$ cat src/aors_pkg.sv
// package for the overload and special-mode register slice
// assumes a 32-bit axi4-lite master; register index times four is the byte address
package aors_pkg;
    // ------------------------------------------------------------
    // register indices (byte address = index * 4)
    // ------------------------------------------------------------
    localparam logic [7:0] IDX_LOW_RATE_TEST_A = 8'h4A;
    localparam logic [7:0] IDX_LOW_RATE_TEST_B = 8'h62;
    localparam logic [7:0] IDX_LOW_RATE_TEST_D = 8'h7A;
    localparam logic [7:0] IDX_LOW_RATE_TEST_C = 8'h92;
    localparam logic [7:0] IDX_OFFSET_FIX_HELPER = 8'hCF;
    localparam logic [7:0] IDX_TUNING_ONE = 8'hD4;
    localparam logic [7:0] IDX_TUNING_TWO = 8'hD5;
    localparam logic [7:0] IDX_TUNING_THREE = 8'hD6;
    localparam logic [7:0] IDX_TUNING_FOUR_FIVE = 8'hD7;
    localparam logic [7:0] IDX_TUNING_SIX_SEVEN = 8'hDB;
    localparam logic [7:0] IDX_TUNING_EIGHT_TO_TEN = 8'hF0;
    localparam logic [7:0] IDX_TUNING_ELEVEN_SWING = 8'hF1;
    localparam logic [7:0] IDX_TUNING_TWELVE_THIRTEEN = 8'hF5;
    localparam logic [7:0] IDX_OVERLOAD_THRESHOLD_LEVEL = 8'hC3;
    localparam logic [7:0] IDX_OVERLOAD_THRESHOLD_OVERRIDE = 8'hC4;
    localparam logic [7:0] IDX_OVERLOAD_SELECT = 8'h45;
    localparam logic [7:0] IDX_OVERLOAD_STATUS = 8'hE0;
    // ------------------------------------------------------------
    // writable bit masks, field positions and reset values
    // ------------------------------------------------------------
    localparam logic [7:0] MASK_LOW_RATE = 8'h01;
    localparam logic [7:0] MASK_HELPER = 8'h08;
    localparam logic [7:0] MASK_BIT7 = 8'h80;
    localparam logic [7:0] MASK_FOUR_FIVE = 8'h0C;
    localparam logic [7:0] MASK_SIX_SEVEN = 8'h30;
    localparam logic [7:0] MASK_EIGHT_TEN = 8'h38;
    localparam logic [7:0] MASK_ELEVEN_SWING = 8'h23;
    localparam logic [7:0] MASK_TWELVE_THIRTEEN = 8'h42;
    localparam logic [7:0] MASK_FULL = 8'hFF;
    localparam logic [7:0] MASK_SELECT = 8'h08;
    localparam int OVERRIDE_EN_BIT = 7;
    localparam int SELECT_BIT = 3;
    localparam int HELPER_BIT = 3;
    localparam logic [1:0] SWING_ON = 2'h3;
    localparam logic [7:0] REG_RESET = 8'h00;
    localparam logic [7:0] TRIP_CODE_DEFAULT = 8'hE6; // decimal 230
    localparam logic [19:0] TRIP_DIVISOR = 20'h000FF; // decimal 255
    // ------------------------------------------------------------
    // latencies in output clock cycles and bus answers
    // ------------------------------------------------------------
    localparam int QUICK_LATENCY = 7;
    localparam int NORMAL_LATENCY = 10;
    localparam int NSLOT = 16;
    localparam logic [1:0] RESP_OKAY = 2'h0;
    localparam logic [1:0] RESP_SLVERR = 2'h2;
    // configuration handed to the converter core
    typedef struct packed {
        logic [12:0] tuning_bits;
        logic output_swing_ctrl_enable;
        logic low_rate_mode;
        logic offset_fix_helper_bit;
        logic overload_flavour_select;
        logic [7:0] overload_trip_code;
    } aors_cfg_t;
endpackage

$ cat src/aors_regs.sv
// overload detector plus special-mode register slice behind an axi4-lite slave
// assumes channel levels are unsigned magnitudes synchronous to aclk
// Function
// - flag input level above programmable threshold
// - quick flag asserts seven cycles later
// - programmed code used only when override set
// - trip level is fullscale times code/255
// - threshold code is bits 7..0
// - unwritten enabled threshold defaults to 230
// - override enable sits in bit 7
// - swing control on at 11, off at 00
// - all four low-rate bits enable slow clocks
// - all registers reset to 00h
// - select bit zero picks quick overload flag
`timescale 1ns/1ps
module aors_regs #(
    parameter int NCH = 4,
    parameter int LEVEL_W = 11,
    parameter logic [LEVEL_W-1:0] FULL_SCALE = '1
) (
    input wire logic aclk,
    input wire logic aresetn,
    input wire logic [9:0] s_axi_awaddr,
    input wire logic s_axi_awvalid,
    output logic s_axi_awready,
    input wire logic [31:0] s_axi_wdata,
    input wire logic [3:0] s_axi_wstrb,
    input wire logic s_axi_wvalid,
    output logic s_axi_wready,
    output logic [1:0] s_axi_bresp,
    output logic s_axi_bvalid,
    input wire logic s_axi_bready,
    input wire logic [9:0] s_axi_araddr,
    input wire logic s_axi_arvalid,
    output logic s_axi_arready,
    output logic [31:0] s_axi_rdata,
    output logic [1:0] s_axi_rresp,
    output logic s_axi_rvalid,
    input wire logic s_axi_rready,
    input wire logic [NCH*LEVEL_W-1:0] ch_level,
    output logic [NCH-1:0] quick_overload_flag,
    output logic [NCH-1:0] overload_flag,
    output aors_pkg::aors_cfg_t cfg
);
    import aors_pkg::*;

    // ------------------------------------------------------------
    // decode helpers
    // ------------------------------------------------------------
    // index to storage slot; NSLOT means unmapped
    function automatic logic [4:0] slot_of(input logic [7:0] idx);
        case (idx)
            IDX_LOW_RATE_TEST_A: slot_of = 5'h00;
            IDX_LOW_RATE_TEST_B: slot_of = 5'h01;
            IDX_LOW_RATE_TEST_D: slot_of = 5'h02;
            IDX_LOW_RATE_TEST_C: slot_of = 5'h03;
            IDX_OFFSET_FIX_HELPER: slot_of = 5'h04;
            IDX_TUNING_ONE: slot_of = 5'h05;
            IDX_TUNING_TWO: slot_of = 5'h06;
            IDX_TUNING_THREE: slot_of = 5'h07;
            IDX_TUNING_FOUR_FIVE: slot_of = 5'h08;
            IDX_TUNING_SIX_SEVEN: slot_of = 5'h09;
            IDX_TUNING_EIGHT_TO_TEN: slot_of = 5'h0A;
            IDX_TUNING_ELEVEN_SWING: slot_of = 5'h0B;
            IDX_TUNING_TWELVE_THIRTEEN: slot_of = 5'h0C;
            IDX_OVERLOAD_THRESHOLD_LEVEL: slot_of = 5'h0D;
            IDX_OVERLOAD_THRESHOLD_OVERRIDE: slot_of = 5'h0E;
            IDX_OVERLOAD_SELECT: slot_of = 5'h0F;
            default: slot_of = 5'h10;
        endcase
    endfunction

    // bits that exist in each slot; the rest read zero and ignore writes
    function automatic logic [7:0] mask_of(input logic [4:0] slot);
        case (slot)
            5'h00, 5'h01, 5'h02, 5'h03: mask_of = MASK_LOW_RATE;
            5'h04: mask_of = MASK_HELPER;
            5'h05, 5'h06, 5'h07, 5'h0E: mask_of = MASK_BIT7;
            5'h08: mask_of = MASK_FOUR_FIVE;
            5'h09: mask_of = MASK_SIX_SEVEN;
            5'h0A: mask_of = MASK_EIGHT_TEN;
            5'h0B: mask_of = MASK_ELEVEN_SWING;
            5'h0C: mask_of = MASK_TWELVE_THIRTEEN;
            5'h0D: mask_of = MASK_FULL;
            5'h0F: mask_of = MASK_SELECT;
            default: mask_of = 8'h00;
        endcase
    endfunction

    // ------------------------------------------------------------
    // bus and register state
    // ------------------------------------------------------------
    logic [7:0] regs_reg [NSLOT];
    logic [7:0] regs_next [NSLOT];
    logic aw_hold_reg, aw_hold_next, w_hold_reg, w_hold_next;
    logic [7:0] aw_idx_reg, aw_idx_next;
    logic [7:0] w_data_reg, w_data_next;
    logic w_strb_reg, w_strb_next;
    logic bvalid_reg, bvalid_next, rvalid_reg, rvalid_next;
    logic [1:0] bresp_reg, bresp_next, rresp_reg, rresp_next;
    logic [31:0] rdata_reg, rdata_next;
    logic trip_written_reg, trip_written_next;
    logic [4:0] wslot, rslot;
    logic do_write;

    // one write and one read in flight; new address waits for the response
    assign s_axi_awready = !aw_hold_reg && !bvalid_reg;
    assign s_axi_wready = !w_hold_reg && !bvalid_reg;
    assign s_axi_arready = !rvalid_reg;
    assign s_axi_bvalid = bvalid_reg;
    assign s_axi_bresp = bresp_reg;
    assign s_axi_rvalid = rvalid_reg;
    assign s_axi_rresp = rresp_reg;
    assign s_axi_rdata = rdata_reg;
    assign wslot = slot_of(aw_idx_reg);
    assign rslot = slot_of(s_axi_araddr[9:2]);
    assign do_write = aw_hold_reg && w_hold_reg && !bvalid_reg;

    // next state of the bus slave and register file
    always_comb
    begin
        aw_hold_next = aw_hold_reg;
        w_hold_next = w_hold_reg;
        aw_idx_next = aw_idx_reg;
        w_data_next = w_data_reg;
        w_strb_next = w_strb_reg;
        bvalid_next = bvalid_reg;
        bresp_next = bresp_reg;
        rvalid_next = rvalid_reg;
        rresp_next = rresp_reg;
        rdata_next = rdata_reg;
        trip_written_next = trip_written_reg;
        for (int i = 0; i < NSLOT; i++)
        begin
            regs_next[i] = regs_reg[i];
        end
        if (s_axi_awvalid && s_axi_awready)
        begin
            aw_hold_next = 1'b1;
            aw_idx_next = s_axi_awaddr[9:2];
        end
        if (s_axi_wvalid && s_axi_wready)
        begin
            w_hold_next = 1'b1;
            w_data_next = s_axi_wdata[7:0];
            w_strb_next = s_axi_wstrb[0];
        end
        if (do_write)
        begin
            aw_hold_next = 1'b0;
            w_hold_next = 1'b0;
            bvalid_next = 1'b1;
            bresp_next = (wslot == 5'h10) ? RESP_SLVERR : RESP_OKAY;
            if (wslot != 5'h10 && w_strb_reg)
            begin
                regs_next[wslot[3:0]] = w_data_reg & mask_of(wslot);
                // first write ends the default code
                if (wslot == 5'h0D)
                begin
                    trip_written_next = 1'b1;
                end
            end
        end
        else if (bvalid_reg && s_axi_bready)
        begin
            bvalid_next = 1'b0;
        end
        if (s_axi_arvalid && s_axi_arready)
        begin
            rvalid_next = 1'b1;
            rresp_next = RESP_OKAY;
            rdata_next = 32'h0000_0000;
            if (s_axi_araddr[9:2] == IDX_OVERLOAD_STATUS)
            begin
                rdata_next[2*NCH-1:0] = {overload_flag, quick_overload_flag};
            end
            else if (rslot == 5'h10)
            begin
                rresp_next = RESP_SLVERR;
            end
            else
            begin
                rdata_next[7:0] = regs_reg[rslot[3:0]];
            end
        end
        else if (rvalid_reg && s_axi_rready)
        begin
            rvalid_next = 1'b0;
        end
    end

    // registers only; reset is synchronous
    always_ff @(posedge aclk)
    begin
        if (!aresetn)
        begin
            aw_hold_reg <= 1'b0;
            w_hold_reg <= 1'b0;
            aw_idx_reg <= 8'h00;
            w_data_reg <= 8'h00;
            w_strb_reg <= 1'b0;
            bvalid_reg <= 1'b0;
            bresp_reg <= RESP_OKAY;
            rvalid_reg <= 1'b0;
            rresp_reg <= RESP_OKAY;
            rdata_reg <= 32'h0000_0000;
            trip_written_reg <= 1'b0;
            for (int i = 0; i < NSLOT; i++)
            begin
                regs_reg[i] <= REG_RESET;
            end
        end
        else
        begin
            aw_hold_reg <= aw_hold_next;
            w_hold_reg <= w_hold_next;
            aw_idx_reg <= aw_idx_next;
            w_data_reg <= w_data_next;
            w_strb_reg <= w_strb_next;
            bvalid_reg <= bvalid_next;
            bresp_reg <= bresp_next;
            rvalid_reg <= rvalid_next;
            rresp_reg <= rresp_next;
            rdata_reg <= rdata_next;
            trip_written_reg <= trip_written_next;
            for (int i = 0; i < NSLOT; i++)
            begin
                regs_reg[i] <= regs_next[i];
            end
        end
    end

    // ------------------------------------------------------------
    // configuration outputs
    // ------------------------------------------------------------
    aors_cfg_t cfg_reg, cfg_next;
    logic [7:0] trip_code;

    // enable is bit 7 of override
    assign trip_code = (regs_reg[14][OVERRIDE_EN_BIT] && trip_written_reg)
        ? regs_reg[13] : TRIP_CODE_DEFAULT;

    // one-cycle registered copy so data outputs come from flops
    always_comb
    begin
        cfg_next.overload_trip_code = trip_code;
        cfg_next.overload_flavour_select = regs_reg[15][SELECT_BIT];
        cfg_next.offset_fix_helper_bit = regs_reg[4][HELPER_BIT];
        cfg_next.low_rate_mode = regs_reg[0][0] & regs_reg[1][0] & regs_reg[2][0]
            & regs_reg[3][0];
        cfg_next.output_swing_ctrl_enable = (regs_reg[11][1:0] == SWING_ON);
        cfg_next.tuning_bits = {regs_reg[12][6], regs_reg[12][1], regs_reg[11][5],
            regs_reg[10][5:3], regs_reg[9][5:4], regs_reg[8][3:2], regs_reg[7][7],
            regs_reg[6][7], regs_reg[5][7]};
    end

    always_ff @(posedge aclk)
    begin
        if (!aresetn)
        begin
            cfg_reg <= '0;
        end
        else
        begin
            cfg_reg <= cfg_next;
        end
    end
    assign cfg = cfg_reg;

    // ------------------------------------------------------------
    // overload detection per channel
    // ------------------------------------------------------------
    logic [NCH-1:0] quick_pipe_reg [QUICK_LATENCY];
    logic [NCH-1:0] quick_pipe_next [QUICK_LATENCY];
    logic [NCH-1:0] normal_pipe_reg [NORMAL_LATENCY];
    logic [NCH-1:0] normal_pipe_next [NORMAL_LATENCY];
    logic [NCH-1:0] above_trip, at_full;

    // compare level*255 against fullscale*code, no divider
    genvar g;
    generate
        for (g = 0; g < NCH; g++)
        begin : g_cmp
            logic [19:0] lvl_scaled, trip_scaled;
            assign lvl_scaled = 20'(ch_level[g*LEVEL_W +: LEVEL_W]) * TRIP_DIVISOR;
            assign trip_scaled = 20'(FULL_SCALE) * 20'(trip_code);
            assign above_trip[g] = lvl_scaled > trip_scaled;
            assign at_full[g] = ch_level[g*LEVEL_W +: LEVEL_W] >= FULL_SCALE;
        end
    endgenerate

    // seven-stage delay to the quick flag
    always_comb
    begin
        quick_pipe_next[0] = above_trip;
        for (int i = 1; i < QUICK_LATENCY; i++)
        begin
            quick_pipe_next[i] = quick_pipe_reg[i-1];
        end
        normal_pipe_next[0] = at_full;
        for (int i = 1; i < NORMAL_LATENCY; i++)
        begin
            normal_pipe_next[i] = normal_pipe_reg[i-1];
        end
    end

    always_ff @(posedge aclk)
    begin
        if (!aresetn)
        begin
            for (int i = 0; i < QUICK_LATENCY; i++)
            begin
                quick_pipe_reg[i] <= '0;
            end
            for (int i = 0; i < NORMAL_LATENCY; i++)
            begin
                normal_pipe_reg[i] <= '0;
            end
        end
        else
        begin
            for (int i = 0; i < QUICK_LATENCY; i++)
            begin
                quick_pipe_reg[i] <= quick_pipe_next[i];
            end
            for (int i = 0; i < NORMAL_LATENCY; i++)
            begin
                normal_pipe_reg[i] <= normal_pipe_next[i];
            end
        end
    end

    assign quick_overload_flag = quick_pipe_reg[QUICK_LATENCY-1];
    assign overload_flag = cfg_reg.overload_flavour_select
        ? normal_pipe_reg[NORMAL_LATENCY-1] : quick_pipe_reg[QUICK_LATENCY-1];
endmodule

$ cat config.mk
export PLATFORM = sky130hd
export DESIGN_NAME = aors_regs
export DESIGN_NICKNAME = d
export VERILOG_FILES = /design/src/aors_pkg.sv /design/src/aors_regs.sv
export SDC_FILE = /design/constraint.sdc
export NUM_CORES = 1
export LEC_CHECK = 0
export BUFFER_PORTS_ARGS = -buffer_cell sky130_fd_sc_hd__buf_4
export CAP_MARGIN = 20
export CORE_UTILIZATION = 60
export CTS_CLUSTER_DIAMETER = 200
export DETAILED_ROUTE_END_ITERATION = 8
export PLACE_DENSITY = 0.91
export SETUP_SLACK_MARGIN = 0.02
export SLEW_MARGIN = 10
export SYNTH_ARGS = -nofsm -noshare
export SYNTH_HDL_FRONTEND = slang
export SYNTH_SLANG_ARGS = --single-unit
$ cat constraint.sdc
create_clock -name aclk -period 9.9 [get_ports aclk]
set_clock_uncertainty 0.05 [all_clocks]
set_input_delay 1.98 -clock aclk [delete_from_list [all_inputs] [get_ports aclk]]
set_output_delay 1.98 -clock aclk [all_outputs]
set_load 0.01 [all_outputs]
==> flow_results.org, run 1 <==
** Critical path
- End point of the critical path :: quick_pipe_reg[0][2]
- Worst path max stage delay :: 0.81 ns
- Worst setup EP type :: flip-flop
- Arrival time of data at the critical path endpoint :: 7.74 ns
- Crit-path slowest cell :: fa_1
- Counting cells, the worst reg-to-reg path comes to 20.
- The endpoint identified for the worst register-to-register timing path is quick_pipe_reg[0][2].
- Reg2Reg Launch Point :: regs_reg[14][7]
- Slack of the worst reg-to-reg path :: 2.54 ns
- Largest driver fanout on the critical path :: 6
- Setup crit start :: regs_reg[14][7]
- Worst Setup Path Type :: flip-flop to flip-flop
- STA puts the critical path data required time at 10.28 ns.
- Dominant cell type by count on the critical path :: fa_1
- STA classifies the critical path startpoint as a flip-flop.
- Cell-by-cell trace of the critical path :: and2_1 -> nand2b_1 -> fa_1 -> fa_1 -> fa_1 -> inv_1 -> fa_1 -> inv_1 -> ha_1 -> nand3_1 -> o2111ai_1 -> nand2_1 -> xor2_1 -> ha_1 -> a2111oi_0 -> a31oi_1 -> maj3_2 -> a221o_1 -> a32o_1 -> a41o_1

** Drt
- Vias per cell :: 5.75
- The routed layout has 17000 vias.
- After detailed routing, the average wire length per cell comes to 17.4 µm.
- Total Routed Length :: 51400 µm
- The detailed router finished its first iteration with 948 violations.
- Number of detailed-route iterations in the first pass :: 5
- DRC violations left :: 0
- Antenna Violating Nets Remaining :: 0

** Clock tree
- CTS Buf Count :: 25
- Number of setup buffers added after CTS :: 0
- Counting along the longest clock path gives a buffer depth of 3.
- At the later pin of the worst-skew pair, clock insertion delay measures 0.54 ns.
- H-tree depth :: 1
- Post-CTS repair changed the size of 0 cells.
- Number of buffers inserted for hold repair after clock tree synthesis :: 0
- The clock net in this run drives a total of 253 sinks.
- TritonCTS built the clock tree.
- Clock-pin slew on the worst setup and hold paths :: 0.07 ns
- Root buffer selected by CTS :: clkbuf_16

** Finish
- The repair_antennas step left the layout with diodes totalling 0.
- The final layout contains 3056 nets.
- At the end of the flow the core is filled with cells to 66.7%.
- The library cell used most frequently in the layout, excluding fill and tap cells, is inv_1.
- The register with the most flip-flops in the layout has 128 of them.
- Fraction of layout cells with a size suffix above 1 :: 9.91%
- The top cell types in the final layout, fill and taps aside, are inv_1 (373), ha_1 (281), dfxtp_1 (253), fa_1 (204), nand2_1 (155).
- Registers take 5060 µm².
- Number of filler instances in the final layout :: 2628
- Post-Layout Cell Count :: 2951
- The multi-input combinational cells in the finished layout cover a total of 15500 µm².
- Relative to the synthesized area, the layout overhead comes to 9.16%.

** Synthesis
- Cell taking the most area after synthesis :: dfxtp_1
- Cell area after synthesis :: 22400 µm²
- Distinct cell type count of the synthesized netlist :: 95
- Register area share after synthesis :: 22.6%
- The top cell type by area accounts for 22.6% of the synthesized area.
- In this run, synthesis produced a sequential element count of 253.
- After technology mapping, the gate count stands at 2372.
- Among all flip-flop cells after synthesis, the most frequent one is dfxtp_1.
- Each instance of the synthesized netlist takes up on average 9.43 µm².
- EDFF count, synth :: 0
- Share of synthesized flip-flops with an asynchronous set or reset :: 0%
- Leading cell types by total area after synthesis :: dfxtp_1 (23%), fa_1 (18%), ha_1 (16%), inv_1 (6.3%), and2_1 (3.4%)
- The Yosys step of the flow raised 0 warnings.

** Hold path
- The path class of the tightest hold or removal check is flip-flop to flip-flop.

** Placement
- Routability-driven placement finished with a final weighted congestion of 0.905.
- The number of placed instances, taps included, is 2904.
- Detailed placement finished with a half-perimeter wire length of 40100 µm.
- Setup slack after placement :: 2.21 ns
- Number of port buffers :: 123

** GRT
- Largest net degree at the start of global routing :: 124
- Number of global-route vias before repair :: 17900
- The first global-routing pass estimated 86000 µm of wire.
- Global routing used 27.4% of the available tracks.
- Antenna violations before repair :: 0
- For this run the aggregate overflow at the end of global routing stands at 0.

** Floorplan
- The die covers 38100 µm².
- The initial utilization of the core area, before any placement, comes to 61.1%.
- In this run the core area contains 70 standard-cell rows.
- The die is 195 µm tall.
- From left edge to right edge, the die measures 195 µm.
- Core Area :: 36600 µm²
- Count of pins on the block boundary :: 181

** Run
- The tool flagged a number of max-cap violations equal to 0.

** Timing
- For the final routed database, the setup TNS stands at 0 ns.
- Unrepaired setup endpoints after global routing :: no
- Final Hold Viols :: 0
- Relative slew slack :: 24.0%
- The routed design could run at a clock period as short as 7.36 ns.
- At the pin with the least slew margin, the transition time is 1.14 ns.
- Worst path setup slack after routing :: 2.54 ns
- Fmax achieved :: 0.136 GHz
- Final setup violation count :: 0
- Hold is met by 0.382 ns.
- After layout, the worst path uses 74.3% of the clock period.
- Slew Viols, Final :: 0

** Power and ir drop
- Dividing total power by cell area gives a power density of 260 nW/µm².
- VDD sags by at most 0.195 mV.
- Leakage dissipation :: 11.7 nW

** Run status
- Run status :: finished, final reports clean
==> worst max-delay path: cells and delay by family (launching register included) <==
family          cells  cell delay [ns]
compound gates      6             1.89
xor+xnor            1             0.51
fa+ha+maj           7             3.39
buf+inv             2             0.11
flops               1             0.44
simple gates        4             0.86
==> metrics by stage <==
stage	instance area, µm²	power [mW]
2_1_floorplan	22500	4.47
3_3_place_gp	23500	5.06
3_5_place_dp	23500	5.30
4_1_cts	24400	6.30
5_1_grt	24400	6.95
6_report	24400	6.34
==> cells in the mapped netlist (all sizes together) (6+ instances only) <==
master,count
nor4,8
and3,50
a21o,33
fa,204
nor2,133
or2,8
a2111oi,11
xnor2,55
and2,120
o21bai,12
nor2b,16
a31oi,8
mux2,7
a21oi,128
nand4,12
ha,281
dfxtp,253
a211oi,11
xor2,31
o211ai,11
inv,374
nand3b,9
nor3,34
and4,8
o21a,15
o21ai,50
buf,44
mux4,32
nand2,157
or3,6
nand3,40
clkbuf,44
nand2b,22
mux2i,55
==> area by class of cell <==
class	instances	area share, %
Timing Repair Buffer	128	3.94
Tap cell	468	2.40
Clock inverter	12	0.574
Sequential cell	253	20.7
Multi-Input combinational cell	1682	63.6
Inverter	374	5.75
Clock buffer	34	2.99
==> worst min path at each step <==
stage	to	cells after the start	startpoint
after floorplan	normal_pipe_reg[0][10]	1	normal_pipe_reg[0][6]
after detailed placement	normal_pipe_reg[0][26]	1	normal_pipe_reg[0][22]
after global routing	normal_pipe_reg[0][35]	1	normal_pipe_reg[0][31]
final	normal_pipe_reg[0][31]	1	normal_pipe_reg[0][27]
after global placement	normal_pipe_reg[0][5]	1	normal_pipe_reg[0][1]
after CTS	quick_pipe_reg[4][1]	1	quick_pipe_reg[3][1]
==> routing by layer <==
metal  vias to the layer above  wire (µm)  GRT usage, %
met5                         -          0             0
met4                         0       2120          11.9
met3                       153       2690          2.69
met2                       634      26500          50.6
met1                      8188      20000          32.3
li1                       8008          -             -
==> logic make-up (layout without fill, tap and decap cells) <==
kind of cell	Yosys count	after routing	share of synthesized area (%)
adder cells (fa/ha/maj)	489	489	34.2
buffers and inverters	462	548	8.34
AND/OR/NAND/NOR	641	641	14.7
other	1	26	0.0168
multiplexers	94	94	6.04
AO/OA/AOI/OAI	346	346	10.7
flip-flops	253	253	22.6
XOR/XNOR	86	86	3.37
==> report_power, final <==
| part | switching, mW | internal, mW | total (mW) | leakage [nW] |
|---|---|---|---|---|
| Clock | 0.414 | 0.575 | 0.989 | 0.420 |
| Sequential | 0.0144 | 1.04 | 1.05 | 2.04 |
| Combinational | 2.37 | 1.93 | 4.29 | 9.23 |
Note: power is estimated with default switching activity, not from simulation.
==> inputs of run 2 (changes only) <==
- CORE_UTILIZATION: 60 -> 56
- PLACE_DENSITY: 0.91 -> 0.89
- clock period: 9.9 -> 6.57 ns (I/O delays scaled with it)
==> flow_results.org, run 2 (synthesis gave the netlist of run 1 again) <==
** GRT
- The initial antenna violation count came to 0 (unchanged).
- The pin count of the biggest net entering global routing is 124 (unchanged).
- The first-pass GRT wire length came to 89200 µm (+3.7%).
- The overall track demand over capacity in global routing is 26.5% (-0.96 points).
- The via count of the first global-routing pass was 18700 (+4.4%).
- Grt ovf :: 0 (unchanged)

** Finish
- The final design utilization came to 65.4% (-1.3 points).
- Post-Layout Inst Area :: 25500 µm² (+4.5%)
- The antenna diode instance count was 0 (unchanged).
- Multi-input logic area :: 15600 µm² (+0.72%)
- Signed area change from the synthesized netlist to the final layout :: 14.0%
- The library cell used most frequently in the layout, excluding fill and tap cells, is inv_1.
- The register area is 5070 µm² (about the same).
- In the layout the commonest cells are inv_1 (371), ha_1 (281), dfxtp_1 (252), buf_4 (249), fa_1 (201).
- The post-layout net count was 3178 (+4.0%).
- Number of flip-flops under the largest register name :: 128 (unchanged)
- The fill cell instance count of the final layout is 2777 (+5.7%).
- The share of cells above drive strength 1 is 14.8% (+4.9 points).

** Power and ir drop
- PD cells :: 398 nW/µm² (+53%)
- The internal power is 5.71 mW (+61%).
- Peak supply drop :: 0.330 mV (+69%)
- The switching fraction of total power was 43.7% (-0.43 points).
- The combinational share of power is 69.5% (+1.7 points).
- Power share of the sequential group :: 15.7% (-0.9 points)
- The total chip power came to 10.1 mW (+60%).
- The net load switching power came to 4.43 mW (+58%).
- Clock Power Share :: 14.8% (-0.8 points)
- The leakage power is 12.3 nW (+5.3%).

** Floorplan
- The core area came to 39000 µm² (+6.5%).
- Count of pins on the block boundary :: 181 (unchanged)
- The height of the die is 202 µm (+3.5%).
- The number of rows in the core area came to 72 (+2.9%).
- The die span in x came to 202 µm (+3.5%).
- Die area :: 40700 µm² (+7.1%)
- The effective utilization at floorplan was 57.3% (-3.8 points).

** Drt
- DRC violations left :: 0 (unchanged)
- The vias per cell is 5.68 (-1.3%).
- The detailed-route wire length per cell was 17.3 µm (-0.49%).
- The total iterations of the first detailed-routing run was 6 (+1).
- The DRC violation total after the first TritonRoute iteration was 1276 (+35%).
- The overall via count from detail_route was 17700 (+4.4%).
- Total Routed Length :: 54100 µm (+5.3%)
- Antenna Violating Nets Remaining :: 0 (unchanged)

** Hold path
- The count of cells along the worst hold path is 1 (unchanged).
- Hold Crit Class :: flip-flop to flip-flop

** Critical path
- Largest driver fanout on the critical path :: 2 (-4)
- Worst Reg-to-Reg Cells :: 22 (+10%)
- Arrival time of data at the critical path endpoint :: 6.77 ns (-0.97 ns)
- STA classifies the critical path startpoint as an input pin.
- The critical path in this run is classified as input pin to flip-flop.
- Required time at the endpoint of the critical path :: 6.94 ns (-3.34 ns)
- Worst setup EP type :: flip-flop

** Placement
- Setup slack after placement :: -0.236 ns (-2.44 ns)
- Final GP Congestion :: 0.909 (+0.41%)
- The cell area reported after detailed placement is 24500 µm² (+3.9%).
- DP Wirelength :: 41700 µm (+4.0%)
- Number of port buffers :: 123 (unchanged)

** Clock tree
- TritonCTS built the clock tree.
- Number of buffers inserted for hold repair after clock tree synthesis :: 0 (unchanged)
- TritonCTS sink count :: 253 (unchanged)
- The maximum level of the CTS H-tree is 1 (unchanged).
- Clock insertion delay at the later pin of the skew report :: 0.53 ns (about the same)
- Clock-pin slew on the worst setup and hold paths :: 0.07 ns (about the same)
- CTS Buf Count :: 25 (unchanged)
- Root buffer selected by CTS :: clkbuf_16
- Clock tree buffer depth :: 3 (unchanged)

** Timing
- The final-report max-slew violation count was 0 (unchanged).
- The final total negative setup slack was 0 ns (unchanged).
- Fin crit period :: 6.40 ns
- Setup repair after global routing could not meet its margin everywhere.
- Timing would allow up to 0.156 GHz.
- Relative slew slack :: 26.0% (+2.0 points)
- Dividing the final minimum period by the clock period gives 97.4%.
- The final number of hold-violating endpoints was 0 (unchanged).
- The final number of setup-violating endpoints came to 0 (unchanged).
- The minimum setup slack in the final design is 0.168 ns (-2.37 ns).
- Slew at the pin closest to its max-slew limit :: 1.11 ns (-0.0294 ns)

** Run
- The number of max-cap violations is 0 (unchanged).

** Run status
- The run finished with clean final reports.
[run 2: changes by cell type in the layout (fill, tap and decap cells not counted), sizes merged]
cell,previous run,this run
clkinvlp,3,0
buf,128,250
clkinv,3,6
inv,378,375
clkbuf,34,35
bufinv,2,3
[run 2: final timing paths]
path	startpoint	endpoint	slack, ns
worst max register to register	regs_reg[14][7]	quick_pipe_reg[0][0]	0.17
worst min register to register	normal_pipe_reg[0][2]	normal_pipe_reg[0][6]	0.38
worst max-delay path	ch_level[0]	quick_pipe_reg[0][0]	0.17
worst min-delay path	normal_pipe_reg[0][2]	normal_pipe_reg[0][6]	0.38
[run 2: power by group through the flow]
| stage | Clock [mW] | Combinational (mW) | Sequential, mW |
|---|---|---|---|
| final | 1.50 | 7.05 | 1.59 |
| after global routing | 1.57 | 7.89 | 1.59 |
| after CTS | 1.50 | 6.93 | 1.59 |
| after detailed placement | 0 | 6.88 | 1.62 |
| after global placement | 0 | 6.43 | 1.62 |
| after floorplan | 0 | 5.13 | 1.61 |
[run 2: cell type report]
cell class | count | share of cell area (%)
Clock inverter | 10 | 0.535
Clock buffer | 35 | 2.87
Timing Repair Buffer | 250 | 7.35
Multi-Input combinational cell | 1682 | 61.3
Sequential cell | 253 | 19.9
Tap cell | 518 | 2.54
Inverter | 374 | 5.51
[run 2: what timing repair did]
item / 4_1_cts / 5_1_grt
endpoints found under the setup margin: 4 / 4
resized for setup: 4 / 22
pin swaps: 1 / 7
setup buffers: 0 / 7
endpoints found under the hold margin: 0 / 0
[run 2: critical path, cell delays in order]
cell	delay, ns
buf_4	0.13
fa_1	0.55
inv_1	0.07
fa_1	0.55
inv_1	0.05
fa_1	0.50
fa_1	0.42
ha_1	0.30
o21ai_0	0.16
inv_1	0.08
and2_1	0.17
o21a_1	0.17
nor2_1	0.11
xnor2_1	0.08
ha_1	0.22
nor4_1	0.29
o211ai_1	0.15
a31o_2	0.25
maj3_1	0.36
a21o_1	0.19
maj3_1	0.37
a32oi_1	0.20
a21oi_1	0.09
[run 2: per-stage QoR]
step | std cells | hold WS [ns]
global route | 3122 | 0.390
global placement | 3069 | 0.363
finish | 3122 | 0.377
detailed placement | 3069 | 0.367
floorplan | 2397 | 0.362
CTS | 3114 | 0.377
[run 2: routing by layer]
metal | global-route usage (%) | vias up | wire length, µm
li1 | - | 8264 | -
met4 | 11.4 | 0 | 2420
met5 | 0 | - | 0
met2 | 49.8 | 673 | 28200
met1 | 30.5 | 8609 | 20700
met3 | 2.35 | 184 | 2680
